`config.mk`:
```
export PLATFORM = sky130hd
export DESIGN_NAME = uart_baud_divider_loopback
export DESIGN_NICKNAME = d
export VERILOG_FILES = /design/src/logic/baud_echo_pkg.sv /design/src/logic/echo_fifo.sv /design/src/logic/uart_baud_divider_loopback.sv
export SDC_FILE = /design/constraint.sdc
export NUM_CORES = 1
export LEC_CHECK = 0
export BUFFER_PORTS_ARGS = -buffer_cell sky130_fd_sc_hd__buf_2
export CAP_MARGIN = 20
export CORE_ASPECT_RATIO = 1.1
export CORE_MARGIN = 3
export CORE_UTILIZATION = 45
export DETAILED_ROUTE_END_ITERATION = 16
export GPL_TIMING_DRIVEN = 0
export PLACE_DENSITY = 0.65
export SLEW_MARGIN = 0
export SYNTH_ARGS = -nofsm -noshare
export SYNTH_HDL_FRONTEND = slang
export SYNTH_SLANG_ARGS = --single-unit
```
`constraint.sdc`:
```
create_clock -name ref_clk -period 3.3 [get_ports ref_clk]
set_input_delay 0.33 -clock ref_clk [delete_from_list [all_inputs] [get_ports ref_clk]]
set_output_delay 0.33 -clock ref_clk [all_outputs]
set_load 0.01 [all_outputs]
```
`src/logic/baud_echo_pkg.sv`:
```
`default_nettype none
package baud_echo_pkg;
   // register byte offsets
   localparam logic [7:0] CTRL_OFF   = 8'h00;
   localparam logic [7:0] CMD_OFF    = 8'h04;
   localparam logic [7:0] STATUS_OFF = 8'h08;
   localparam logic [7:0] RXDATA_OFF = 8'h0c;
   // control fields
   localparam int DIV_LSB      = 0;
   localparam int RXCLK_BIT    = 4;
   // command fields
   localparam int ENABLE_BIT   = 0;
   localparam int RXIRQ_BIT    = 1;
   localparam int TXCTL_LSB    = 2;
   localparam int ECHO_BIT     = 4;
   localparam logic [1:0] TXCTL_NOIRQ = 2'h2;
   localparam logic [7:0] CTRL_RESET = 8'h00;
   localparam logic [7:0] CMD_RESET  = 8'h00;
   // external clock: sixteen clock periods per bit
   localparam int EXT_DIV      = 16;
   localparam int HALF_BIT     = 8;
   localparam int DATA_BITS    = 8;
   localparam int FIFO_WIDTH   = 8;
   localparam int FIFO_DEPTH   = 16;
   localparam logic [31:0] UNMAPPED_VALUE = 32'h0000_0000;
   typedef enum logic [2:0] {
      RX_IDLE  = 3'b001,
      RX_SHIFT = 3'b010,
      RX_STOP  = 3'b100
   } rx_state_t;
   typedef enum logic [2:0] {
      TX_IDLE  = 3'b001,
      TX_SHIFT = 3'b010,
      TX_STOP  = 3'b100
   } tx_state_t;
   // divisor lookup for the 4-bit rate field; zero means external 1/16
   function automatic logic [15:0] divisorOf(input logic [3:0] code);
      logic [15:0] d;
      d = 16'h0010;
      case (code)
         4'h1: d = 16'h9000;
         4'h2: d = 16'h6000;
         4'h3: d = 16'h4180;
         4'h4: d = 16'h3580;
         4'h5: d = 16'h3000;
         4'h6: d = 16'h1800;
         4'h7: d = 16'h0c00;
         4'h8: d = 16'h0600;
         4'h9: d = 16'h0400;
         4'ha: d = 16'h0300;
         4'hb: d = 16'h0200;
         4'hc: d = 16'h0180;
         4'hd: d = 16'h0100;
         4'he: d = 16'h00c0;
         4'hf: d = 16'h0060;
         default: d = 16'h0010;
      endcase
      return d;
   endfunction
endpackage
`default_nettype wire

```
`src/logic/echo_fifo.sv`:
```
`default_nettype none
module echo_fifo #(
   parameter int WIDTH = 8,
   parameter int DEPTH = 16
) (
   // clock and reset
   input  wire logic             ref_clk,
   input  wire logic             rst,
   input  wire logic             clkEn,
   // fill side
   input  wire logic             inValid,
   output logic                  inReady,
   input  wire logic [WIDTH-1:0] inData,
   // drain side
   output logic                  outValid,
   input  wire logic             outReady,
   output logic      [WIDTH-1:0] outData
);
   localparam int AW = $clog2(DEPTH);
   typedef struct packed {
      logic [DEPTH-1:0][WIDTH-1:0] mem;
      logic [AW-1:0]               wp;
      logic [AW-1:0]               rp;
      logic [AW:0]                 cnt;
   } fifo_state_t;
   fifo_state_t s_r;
   fifo_state_t s_nxt;
   logic        doWr;
   logic        doRd;

   always_comb begin
      s_nxt = s_r;
      doWr = inValid && (s_r.cnt != (AW+1)'(DEPTH));
      doRd = (s_r.cnt != '0) && outReady;
      if (doWr) begin
         s_nxt.mem[s_r.wp] = inData;
         s_nxt.wp = s_r.wp + 1'b1;
      end
      if (doRd) begin
         s_nxt.rp = s_r.rp + 1'b1;
      end
      if (doWr && !doRd) begin
         s_nxt.cnt = s_r.cnt + 1'b1;
      end else if (doRd && !doWr) begin
         s_nxt.cnt = s_r.cnt - 1'b1;
      end
   end

   always_ff @(posedge ref_clk) begin
      if (rst) begin
         s_r <= '0;
      end else if (clkEn) begin
         s_r <= s_nxt;
      end
   end

   assign inReady  = (s_r.cnt != (AW+1)'(DEPTH));
   assign outValid = (s_r.cnt != '0);
   assign outData  = s_r.mem[s_r.rp];
endmodule
`default_nettype wire

```
`src/logic/uart_baud_divider_loopback.sv`:
```
// How it works
// - rate code zero: bit rate is clock/16
// - codes 1-7 pick divisors 36864..3072
// - codes 8-15 pick divisors 1536..96
// - external clocking: sixteen clocks per bit
// - no internal loop-back path exists
// - echo mode retransmits each character that reaches the holding register
// - control bit 4 shares transmit clock
// - command bit 4 selects echo mode
// - command bits 3:2 = 10 mute transmit irq
// - command bit 1 zero mutes receive irq
// - echo mode forces request-to-send low
// - echo overrun idles mark until read
//
// The register addresses and the APB register port were decided locally.
`default_nettype none
module uart_baud_divider_loopback
   import baud_echo_pkg::*;
(
   // clock, reset, enable
   input  wire logic        ref_clk,
   input  wire logic        rst,
   input  wire logic        clkEn,
   // apb slave
   input  wire logic        psel,
   input  wire logic        penable,
   input  wire logic        pwrite,
   input  wire logic [7:0]  paddr,
   input  wire logic [31:0] pwdata,
   output logic      [31:0] prdata,
   output logic             pready,
   output logic             pslverr,
   // serial line and modem controls
   input  wire logic        rxData,
   output logic             txData,
   output logic             reqToSend,
   output logic             termReady,
   // divided 1/16 sub-bit tick (sixteen per bit), for observation
   output logic             bitTick
);
   ////////////////////////////////////////////////////////////////////////
   typedef struct packed {
      logic [7:0]  ctrl;
      logic [7:0]  cmd;
      logic [15:0] divCnt;
      logic [15:0] divLoad;
      logic [3:0]  subCnt;
      logic        tick;
      rx_state_t   rxSt;
      logic [3:0]  rxPh;
      logic [2:0]  rxBit;
      logic [7:0]  rxSh;
      logic [7:0]  rxHold;
      logic        rxStart;
      logic        rxFull;
      logic        overrun;
      logic        muteTx;
      tx_state_t   txSt;
      logic [3:0]  txPh;
      logic [2:0]  txBit;
      logic [7:0]  txSh;
      logic        txLine;
      logic        rtsHigh;
      logic [31:0] rdata;
      logic        ready;
      logic        rxM;
      logic        rxS;
   } core_state_t;
   core_state_t s_r;
   core_state_t s_nxt;

   logic       fInValid;
   logic       fInReady;
   logic [7:0] fInData;
   logic       fOutValid;
   logic       fOutReady;
   logic [7:0] fOutData;
   logic       apbWrite;
   logic       apbRead;
   logic       echoOn;

   // received characters queue here before retransmission
   echo_fifo #(
      .WIDTH (FIFO_WIDTH),
      .DEPTH (FIFO_DEPTH)
   ) u_fifo (
      .ref_clk  (ref_clk),
      .rst      (rst),
      .clkEn    (clkEn),
      .inValid  (fInValid),
      .inReady  (fInReady),
      .inData   (fInData),
      .outValid (fOutValid),
      .outReady (fOutReady),
      .outData  (fOutData)
   );

   ////////////////////////////////////////////////////////////////////////
   always_comb begin
      s_nxt = s_r;
      apbWrite = psel && penable && pwrite && !s_r.ready;
      apbRead  = psel && penable && !pwrite && !s_r.ready;
      echoOn   = s_r.cmd[ECHO_BIT] && s_r.cmd[ENABLE_BIT];
      fInValid = 1'b0;
      fInData  = s_r.rxSh;
      fOutReady = 1'b0;

      // the raw line passes two flops before anything reads it
      s_nxt.rxM = rxData;
      s_nxt.rxS = s_r.rxM;

      // one-cycle ready keeps every access at exactly two bus cycles
      s_nxt.ready = psel && penable && !s_r.ready;

      // bit-rate generation: tick is the 1/16 sub-bit clock
      s_nxt.tick = 1'b0;
      if (s_r.divCnt <= 16'h0001) begin
         s_nxt.divCnt = s_r.divLoad;
         s_nxt.divLoad = divisorOf(s_r.ctrl[DIV_LSB +: 4]) / 16'(EXT_DIV);
         s_nxt.tick = 1'b1;
      end else begin
         s_nxt.divCnt = s_r.divCnt - 16'h0001;
      end

      // receiver, clocked by the transmit tick; rx clock select is the
      // only source here so holds by construction
      if (s_r.tick) begin
         s_nxt.rxPh = s_r.rxPh + 4'h1;
         case (s_r.rxSt)
            RX_IDLE: begin
               s_nxt.rxPh = 4'h0;
               if (!s_r.rxS && s_r.cmd[ENABLE_BIT]) begin
                  s_nxt.rxSt = RX_SHIFT;
                  s_nxt.rxPh = 4'(16 - HALF_BIT);
                  s_nxt.rxBit = 3'h0;
                  s_nxt.rxStart = 1'b1;
               end
            end
            RX_SHIFT: begin
               // first mid-bit sample is the start bit: checked, not stored
               if (s_r.rxPh == 4'hf && s_r.rxStart) begin
                  s_nxt.rxStart = 1'b0;
                  if (s_r.rxS) begin
                     s_nxt.rxSt = RX_IDLE;
                  end
               end else if (s_r.rxPh == 4'hf) begin
                  s_nxt.rxSh = {s_r.rxS, s_r.rxSh[7:1]};
                  s_nxt.rxBit = s_r.rxBit + 3'h1;
                  if (s_r.rxBit == 3'(DATA_BITS - 1)) begin
                     s_nxt.rxSt = RX_STOP;
                  end
               end
            end
            RX_STOP: begin
               if (s_r.rxPh == 4'hf) begin
                  s_nxt.rxSt = RX_IDLE;
                  if (s_r.rxFull) begin
                     s_nxt.overrun = 1'b1;
                     s_nxt.muteTx = echoOn;
                  end else begin
                     s_nxt.rxHold = s_r.rxSh;
                     s_nxt.rxFull = 1'b1;
                     fInValid = echoOn && !s_r.muteTx;
                  end
               end
            end
            default: s_nxt.rxSt = RX_IDLE;
         endcase
      end

      // transmitter: drains echoed characters at once
      if (s_r.tick) begin
         s_nxt.txPh = s_r.txPh + 4'h1;
         case (s_r.txSt)
            TX_IDLE: begin
               s_nxt.txLine = 1'b1;
               s_nxt.txPh = 4'h0;
               if (fOutValid) begin
                  fOutReady = 1'b1;
                  s_nxt.txSh = fOutData;
                  s_nxt.txLine = 1'b0;
                  s_nxt.txBit = 3'h0;
                  s_nxt.txSt = TX_SHIFT;
               end
            end
            TX_SHIFT: begin
               if (s_r.txPh == 4'hf) begin
                  s_nxt.txLine = s_r.txSh[0];
                  s_nxt.txSh = {1'b1, s_r.txSh[7:1]};
                  s_nxt.txBit = s_r.txBit + 3'h1;
                  if (s_r.txBit == 3'(DATA_BITS - 1)) begin
                     s_nxt.txSt = TX_STOP;
                  end
               end
            end
            // two passes: end of the last data bit, then a full stop bit
            TX_STOP: begin
               if (s_r.txPh == 4'hf) begin
                  s_nxt.txLine = 1'b1;
                  s_nxt.txBit = s_r.txBit + 3'h1;
                  if (s_r.txBit != 3'h0) begin
                     s_nxt.txSt = TX_IDLE;
                  end
               end
            end
            default: s_nxt.txSt = TX_IDLE;
         endcase
      end

      // register access; a read of the data register releases the mute
      if (apbWrite) begin
         if (paddr == CTRL_OFF) begin
            s_nxt.ctrl = pwdata[7:0];
         end else if (paddr == CMD_OFF) begin
            s_nxt.cmd = pwdata[7:0];
         end
      end
      if (apbRead) begin
         if (paddr == CTRL_OFF) begin
            s_nxt.rdata = {24'h000000, s_r.ctrl};
         end else if (paddr == CMD_OFF) begin
            s_nxt.rdata = {24'h000000, s_r.cmd};
         end else if (paddr == STATUS_OFF) begin
            s_nxt.rdata = {28'h0000000, s_r.muteTx, echoOn, s_r.overrun, s_r.rxFull};
         end else if (paddr == RXDATA_OFF) begin
            s_nxt.rdata = {24'h000000, s_r.rxHold};
            s_nxt.rxFull = 1'b0;
            s_nxt.overrun = 1'b0;
            s_nxt.muteTx = 1'b0;
         end else begin
            s_nxt.rdata = UNMAPPED_VALUE;
         end
      end
      // request-to-send is active low; echo forces it low
      s_nxt.rtsHigh = !echoOn;
   end

   always_ff @(posedge ref_clk) begin
      if (rst) begin
         s_r <= '0;
         s_r.ctrl <= CTRL_RESET;
         s_r.cmd <= CMD_RESET;
         s_r.divCnt <= 16'h0001;
         s_r.divLoad <= 16'h0001;
         s_r.rxSt <= RX_IDLE;
         s_r.txSt <= TX_IDLE;
         s_r.txLine <= 1'b1;
         s_r.rtsHigh <= 1'b1;
         s_r.rxM <= 1'b1;
         s_r.rxS <= 1'b1;
      end else if (clkEn) begin
         s_r <= s_nxt;
      end
   end

   // loop-back to the modem side is external gating; nothing here reroutes
   assign txData    = s_r.txLine;
   assign reqToSend = s_r.rtsHigh;
   assign termReady = !s_r.cmd[ENABLE_BIT];
   assign prdata    = s_r.rdata;
   assign pready    = s_r.ready;
   assign pslverr   = 1'b0;
   assign bitTick   = s_r.tick;

   ////////////////////////////////////////////////////////////////////////
   a_rts_echo_low: assert property (@(posedge ref_clk) disable iff (rst)
      clkEn && echoOn |=> !reqToSend) else $error("rts not low in echo");
   a_mute_idle_mark: assert property (@(posedge ref_clk) disable iff (rst)
      s_r.muteTx && s_r.txSt == TX_IDLE |-> txData) else $error("muted line not mark");
   a_apb_two_cycle: assert property (@(posedge ref_clk) disable iff (rst)
      clkEn && psel && penable && !pready |=> pready) else $error("pready late");
   a_pready_pulse: assert property (@(posedge ref_clk) disable iff (rst)
      clkEn && pready |=> !pready) else $error("pready held");
   a_echo_push_gate: assert property (@(posedge ref_clk) disable iff (rst)
      fInValid |-> echoOn && !s_r.muteTx) else $error("echo push while off");
   a_stop_bit_mark: assert property (@(posedge ref_clk) disable iff (rst)
      s_r.txSt == TX_STOP && s_r.txBit == 3'h1 |-> txData) else $error("stop not mark");
endmodule
`default_nettype wire

```
# ---- Word level (Yosys, flattened, before mapping)
# Memory sizes are Yosys's and may differ from the RTL's. A register that Yosys moved wholly into a read port is not among the register bits.
# Cells that the tools add are included.
dict set report op_classes {
  add_sub_neg 9
  magnitude_cmp 4
  n_eq_ne 27
  n_mux 57
  bitwise 3
  reduce_logical 47
}
# op n
set op_table {}
lappend op_table {{$bwmux W128} 1}
lappend op_table {{$mux W3} 19}
lappend op_table {{$mux W8} 6}
lappend op_table {{$bmux W8 S4} 1}
lappend op_table {{$demux W8 S4} 1}
lappend op_table {{$pmux W3 S3} 3}
lappend op_table {{$reduce_and A5 Y1} 5}
lappend op_table {{$mux W12} 2}
lappend op_table {{$mux W11} 2}
lappend op_table {{$ne A2 B2 Y1 const B} 10}
lappend op_table {{$add A4 B1 Y4 const B} 4}
lappend op_table {{$eq A8 B4 Y1 const B} 2}
lappend op_table {{$le A16 B1 Y1 const B} 1}
lappend op_table {{$mux W16} 1}
lappend op_table {{$pmux W8 S2} 1}
lappend op_table {{$sub A16 B1 Y16 const B} 1}
lappend op_table {{$logic_and A1 B1 Y1} 15}
lappend op_table {{$reduce_and A7 Y1} 2}
lappend op_table {{$eq A3 B3 Y1 const B} 4}
lappend op_table {{$reduce_and A2 Y1} 6}
lappend op_table {{$reduce_and A6 Y1} 2}
lappend op_table {{$mux W1} 11}
lappend op_table {{$lt A4 B5 Y1 const B} 2}
lappend op_table {{$mux W10} 1}
lappend op_table {{24 further kinds} 44}
dict set report totals {
  ff_bits 259
  rom_bits 192
  input_bits 47
  out_inout_bits 38
  elab_cells 190
  n_memories 1
}
# name depth width read_ports rd_ports_with_merged_regs write_ports line
set memory_table {}
lappend memory_table {{(name not given)} 16 12 1 1 0 baud_echo_pkg.sv:40} ;# case (code)

# ---- Depth between registers and ports, before layout
dict set report logic_depth {
  ltp_word 11
  depth_mapped 13
  mapped_depth_nobuf 12
}

# ---- Modules after synthesis
# From an unflattened synthesis, not the netlist that was laid out.
dict set report hier_totals {
  cells_unflattened 1260
  hier_area_um2 12334.3
}
# mod n_inst cells_each area_per_inst_um2 seq_area_each_um2
set modules_own_cells {}
lappend modules_own_cells {echo_fifo 1 602 6693.9 2822.7}
lappend modules_own_cells {uart_baud_divider_loopback 1 658 5640.4 2122.0}

# ---- Worst setup path before layout
# Ideal clock, no wire load.
dict set report synth_path {
  path_type {reg2reg}
  from {register s_r[78] (netlist name)}
  to {register u_fifo.s_r[4] (netlist name)}
  setup_ns 0.116
  arrival_ns 2.924
  required_ns 3.184
  path_slack_ns 0.260
  stages_incl_launch_ff 14
  n_path_buf 1
  period_less_slack_ns 3.040
  path_cell_list {dfxtp_1 -> ha_1 -> nand3_1 -> nor4b_2 -> clkbuf_1 -> and2_1 -> ha_1 -> inv_1 -> fa_1 -> a21o_1 -> a21oi_1 -> xnor2_1 -> a211oi_1 -> a31o_2}
}
dict set report synth_between {
  elab_chain_cells 9
  word_cells_on_any_way 11
  cone_classes {1 x eq/ne; 4 x mux; 6 x reduce/logical}
}
# element line
set synth_lines {}
lappend synth_lines {{start: declaration} uart_baud_divider_loopback.sv:69} ;# core_state_t s_r;
lappend synth_lines {{start signal: assignment} uart_baud_divider_loopback.sv:252} ;# s_r <= s_nxt;
lappend synth_lines {{$eq A4 B4 Y1 (*)} uart_baud_divider_loopback.sv:155} ;# if (s_r.rxPh == 4'hf) begin
lappend synth_lines {{$mux W1 (*)} uart_baud_divider_loopback.sv:155}
lappend synth_lines {{$mux W1 (*)} uart_baud_divider_loopback.sv:129} ;# case (s_r.rxSt)
lappend synth_lines {{$mux W1 (*)} uart_baud_divider_loopback.sv:127} ;# if (s_r.tick) begin
lappend synth_lines {{$logic_and A1 B1 Y1 (*)} echo_fifo.sv:33} ;# doWr = inValid && (s_r.cnt != (AW+1)'(DEPTH));
lappend synth_lines {{$logic_not A1 Y1} echo_fifo.sv:44} ;# end else if (doRd && !doWr) begin
lappend synth_lines {{$logic_and A1 B1 Y1} echo_fifo.sv:44}
lappend synth_lines {{$reduce_bool A2 Y1 (no line)} n/a}
lappend synth_lines {{$reduce_and A2 Y1 (no line)} n/a}
lappend synth_lines {{end signal: assignment} echo_fifo.sv:53} ;# s_r <= s_nxt;
lappend synth_lines {{end: declaration} echo_fifo.sv:26} ;# fifo_state_t s_r;
# Mark *: on every way between the ends. The rest lies on a longest branch, timed or not.
# A chain may end at the register's enable or synchronous reset.

# ---- Worst setup path after layout
dict set report layout_path {
  from {register u_fifo.s_r[0] (netlist name)}
  to {register u_fifo.s_r[4] (netlist name)}
}
dict set report layout_between {
  elab_chain_cells 9
  word_cells_on_any_way 17
  cone_classes {2 x add/sub; 1 x eq/ne; 5 x mux; 9 x reduce/logical}
}
# element line
set layout_lines {}
lappend layout_lines {{$reduce_bool A5 Y1} {echo_fifo.sv:34, echo_fifo.sv:58}}
lappend layout_lines {{$mux W1} uart_baud_divider_loopback.sv:178} ;# if (fOutValid) begin
lappend layout_lines {{$mux W1} uart_baud_divider_loopback.sv:174} ;# case (s_r.txSt)
lappend layout_lines {{$mux W1} uart_baud_divider_loopback.sv:172} ;# if (s_r.tick) begin
lappend layout_lines {{$logic_and A1 B1 Y1} echo_fifo.sv:34} ;# doRd = (s_r.cnt != '0) && outReady;
lappend layout_lines {{$logic_not A1 Y1} echo_fifo.sv:42} ;# if (doWr && !doRd) begin
lappend layout_lines {{$logic_and A1 B1 Y1} echo_fifo.sv:42}
lappend layout_lines {{$reduce_bool A2 Y1 (no line)} n/a}
lappend layout_lines {{$reduce_and A2 Y1 (no line)} n/a}
# Several ways; a longest one is shown, not always the timed one. The select of a mux whose other input is x is not followed.

==> PnR_summary.wiki <==
{| class="wikitable"
! Metric !! Value
|-
| Worst flop-to-flop path startpoint || u_fifo.s_r[0]
|-
| Root cell of the clock tree || sky130_fd_sc_hd__clkbuf_16
|-
| Setup skew after layout || 0.0104 ns
|-
| Die boundary height || roughly 170 um
|-
| Initial antenna violation count || 0
|-
| Highest-count cells in the layout ignoring fill and taps || sky130_fd_sc_hd__dfxtp_1 (244), sky130_fd_sc_hd__nor2_1 (234), sky130_fd_sc_hd__mux2i_1 (193)
|-
| Simple-gate area share of the yosys netlist || 0.174
|-
| Clock buffer depth || 3
|-
| Num CTS Buffers || 27
|-
| Initial Utilization || 0.459
|-
| Number of pins with negative max-slew slack in the final report || 0
|-
| Run status || completed
|-
| Routability congestion estimate || roughly 0.86
|-
| H-tree levels || 1
|-
| First-pass iteration count of the detailed router || 6
|-
| Maximum clock rate || ~320 MHz
|-
| Global-route wire length before repair || 47600 um
|-
| Non-filler instance count after layout || about 1700
|-
| Share of the synthesized area in compound gates (AO/OA/AOI/OAI) || 0.0727
|-
| Boundary pin count || 85
|-
| Depth of the most critical reg-to-reg path || 13
|-
| Ratio of total power to cell area || approximately 550 mW/mm^2
|-
| Wire length per cell after detailed routing || between 15 and 20 um
|-
| Largest family of logic cells by synthesized area || multiplexers
|-
| DRT antenna net count || 0
|-
| Number of global-route vias before repair || 8646
|-
| Netlist Area Pre-Place || roughly 0.012 mm^2
|-
| Post-DR vias/cell || 5.41
|-
| Final clock period utilization by the worst path || 0.940
|-
| Post-synthesis xor/xnor area fraction || 0.0113
|-
| Post-detail-place hpwl || 21200 um
|-
| Setup crit end kind || register
|-
| Fraction of final layout cells sized beyond drive strength 1 || 0.142
|-
| CP Launch Point || u_fifo.s_r[0]
|-
| Core Rows || 61
|-
| Critical Path Start Type || register
|-
| Placed cell areas || roughly 0.012 mm^2
|-
| Unrepaired setup endpoints after global routing || false
|-
| GRT Resource Usage Total || 0.210
|-
| Asr flop ratio synth || 0
|-
| Iter 0 DRT Violations || about 470
|-
| Minimum clock period || roughly 3.1 ns
|-
| Buffers on Ports || 33
|-
| Die outline area || around 0.028 mm^2
|-
| Slew at the pin with the worst max-slew slack || between 0.8 and 0.9 ns
|-
| Gate count after technology mapping || ~1200
|-
| Total overflow reported by the global router || 0
|-
| Final Hold Viols || 0
|-
| Final worst hold slack || approximately 0.039 ns
|-
| Layout Cell Area excl Fill || 0.0133 mm^2
|-
| Core area || approximately 0.025 mm^2
|-
| Share of synthesized area occupied by flip-flops and latches || 0.424
|-
| Worst IR drop on VDD || 0.435 mV
|-
| Class of the most critical setup path || reg2reg
|-
| Ys Warns || 0
|-
| Relative slew slack || 0.452
|-
| Largest incremental delay on the critical path || around 0.38 ns
|-
| Post-layout net count || ~1400
|-
| Adder and majority cell fraction of the synthesized area || 0.0264
|-
| Leading cell type in the layout, fill and taps excluded || sky130_fd_sc_hd__dfxtp_1
|-
| Share of the synthesized area in the top cell type || 0.424
|-
| Post-synthesis cell type with the largest combined area || sky130_fd_sc_hd__dfxtp_1
|-
| Pwr Total || about 7.3 mW
|-
| Max-cap violations || 0
|-
| Leakage power || roughly 5.7 nW
|-
| Avg Inst Size Synth || between 9 and 10 um^2
|-
| Final core occ || 0.523
|-
| Worst Hold Launch || pwdata[6]
|-
| Ant. Diodes || 0
|-
| Crit path arrival time || roughly 3.5 ns
|-
| Slowest cell on the critical path || sky130_fd_sc_hd__dfxtp_1
|-
| Total wire length after detailed routing || between 20000 and 30000 um
|-
| Hold path cells || 3
|-
| Synth top area cells || sky130_fd_sc_hd__dfxtp_1 (42%), sky130_fd_sc_hd__mux2i_1 (17%), sky130_fd_sc_hd__nor2_1 (7.5%)
|-
| Total via count in the routed design || around 9000
|-
| Highest fanout seen on the critical path || 10
|-
| Number of unique standard cell types used by synthesis || a little under 70
|-
| DR DRC count || 0
|-
| Cell-by-cell trace of the critical path || nor4_4, a211oi_1, clkbuf_4, buf_4, and2_1, ha_1, inv_2, ha_1, a21o_1, a21oi_2, xnor2_1, a211oi_1, a31o_2
|-
| Worst hold-check path type || in2reg
|-
| Final number of setup-violating endpoints || 0
|-
| FF+latch count, synth || roughly 250
|-
| CTS tree || done
|-
| Clock insertion delay at the later pin of the skew report || 0.55 ns
|-
| DP Cell Count || between 1500 and 2000
|-
| Worst endpoint required time || 3.73 ns
|-
| Count of flip-flops with a built-in enable after synthesis || 0
|-
| CTS clk-pin slew, worst paths || 0.06 ns
|-
| Area grow syn2layout || 13.8%
|-
| Multiplexer share of the synthesized area || 0.235
|-
| Total number of clock tree sinks || around 250
|-
| Top FF cell, synth || sky130_fd_sc_hd__dfxtp_1
|-
| Largest net degree at the start of global routing || 15
|-
| Die width || 160 um
|}
cells in the mapped netlist, drive strengths merged (17+ instances only):
master	instances
buf	50
a21oi	36
o21ai	20
inv	17
dfxtp	247
nor2	234
nor3	30
ha	23
clkbuf	70
mux2i	193
nand2	46
nand3	31
mux4	35
report_power, final:
group | internal [mW] | total, mW | switching, mW
Clock | 1.73 | 2.92 | 1.18
Combinational | 0.435 | 1.18 | 0.746
Sequential | 3.08 | 3.18 | 0.104
metrics by stage:
stage | setup slack [ns] | setup TNS, ns
after global routing | 0.0400 | 0
after CTS | 0.0170 | 0
after floorplan | 0.260 | 0
after detailed placement | -0.380 | -0.401
final | 0.199 | 0
after global placement | -0.369 | -0.369
layout make-up:
class	instances	area [um^2]
fillers	2343	12100
flip-flops and latches	247	4950
inverters	17	63.8
clock buffers	41	758
clock inverters	5	90.1
multi-input cells	848	6190
well taps	346	433
plain buffers	120	612
repair buffers	36	190
per-layer routing:
metal / track usage / up-vias / part of all wire / wire length, um
li1: - / 4392 / - / -
met2: 0.363 / 181 / 0.49 / 14500
met5: 0 / - / 0 / 0
met3: 0.0263 / 46 / 0.043 / 1290
met4: 0.0533 / 0 / 0.022 / 644
met1: 0.281 / 4364 / 0.45 / 13500
critical path, delay by kind of cell (launching register included):
kind,cells,cell delay [ns]
fa+ha+maj,2,0.51
compound gates,5,0.83
buf+inv,3,0.53
xor+xnor,1,0.18
flops,1,0.38
simple gates,2,0.55
flip-flops by register name, indices dropped and copies added (netlist names):
signal / flops
s_r: 85
prdata: 8
reqToSend: 1
txData: 1
fInData: 8
bitTick: 1
s_nxt: 1
pready: 1
u_fifo.s_r: 141
cell families (layout without fill, tap and decap cells):
logic type,Yosys count,in the layout
AOI/OAI and AO/OA,129,129
xor gates and xnor gates,15,15
adders and majority gates,24,24
buffers and inverters,137,219
DFF,247,247
muxes,230,230
other,1,25
and+or+nand+nor,425,425
final timing paths:
check / slack [ns] / endpoint
setup / recovery: 0.20 / u_fifo.s_r[4]
setup reg to reg: 0.20 / u_fifo.s_r[4]
hold / removal: 0.04 / s_r[128]
hold reg to reg: 0.45 / s_r[95]
repair_timing:
item                       CTS  global route
hold endpoints to repair     1             0
cloned                       0             0
hold buffers                 1             0
setup buffers                2             0
pin swaps                    2             3
gates resized for setup      8             8
setup endpoints to repair    2             1
(Power assumes the default switching activity.)
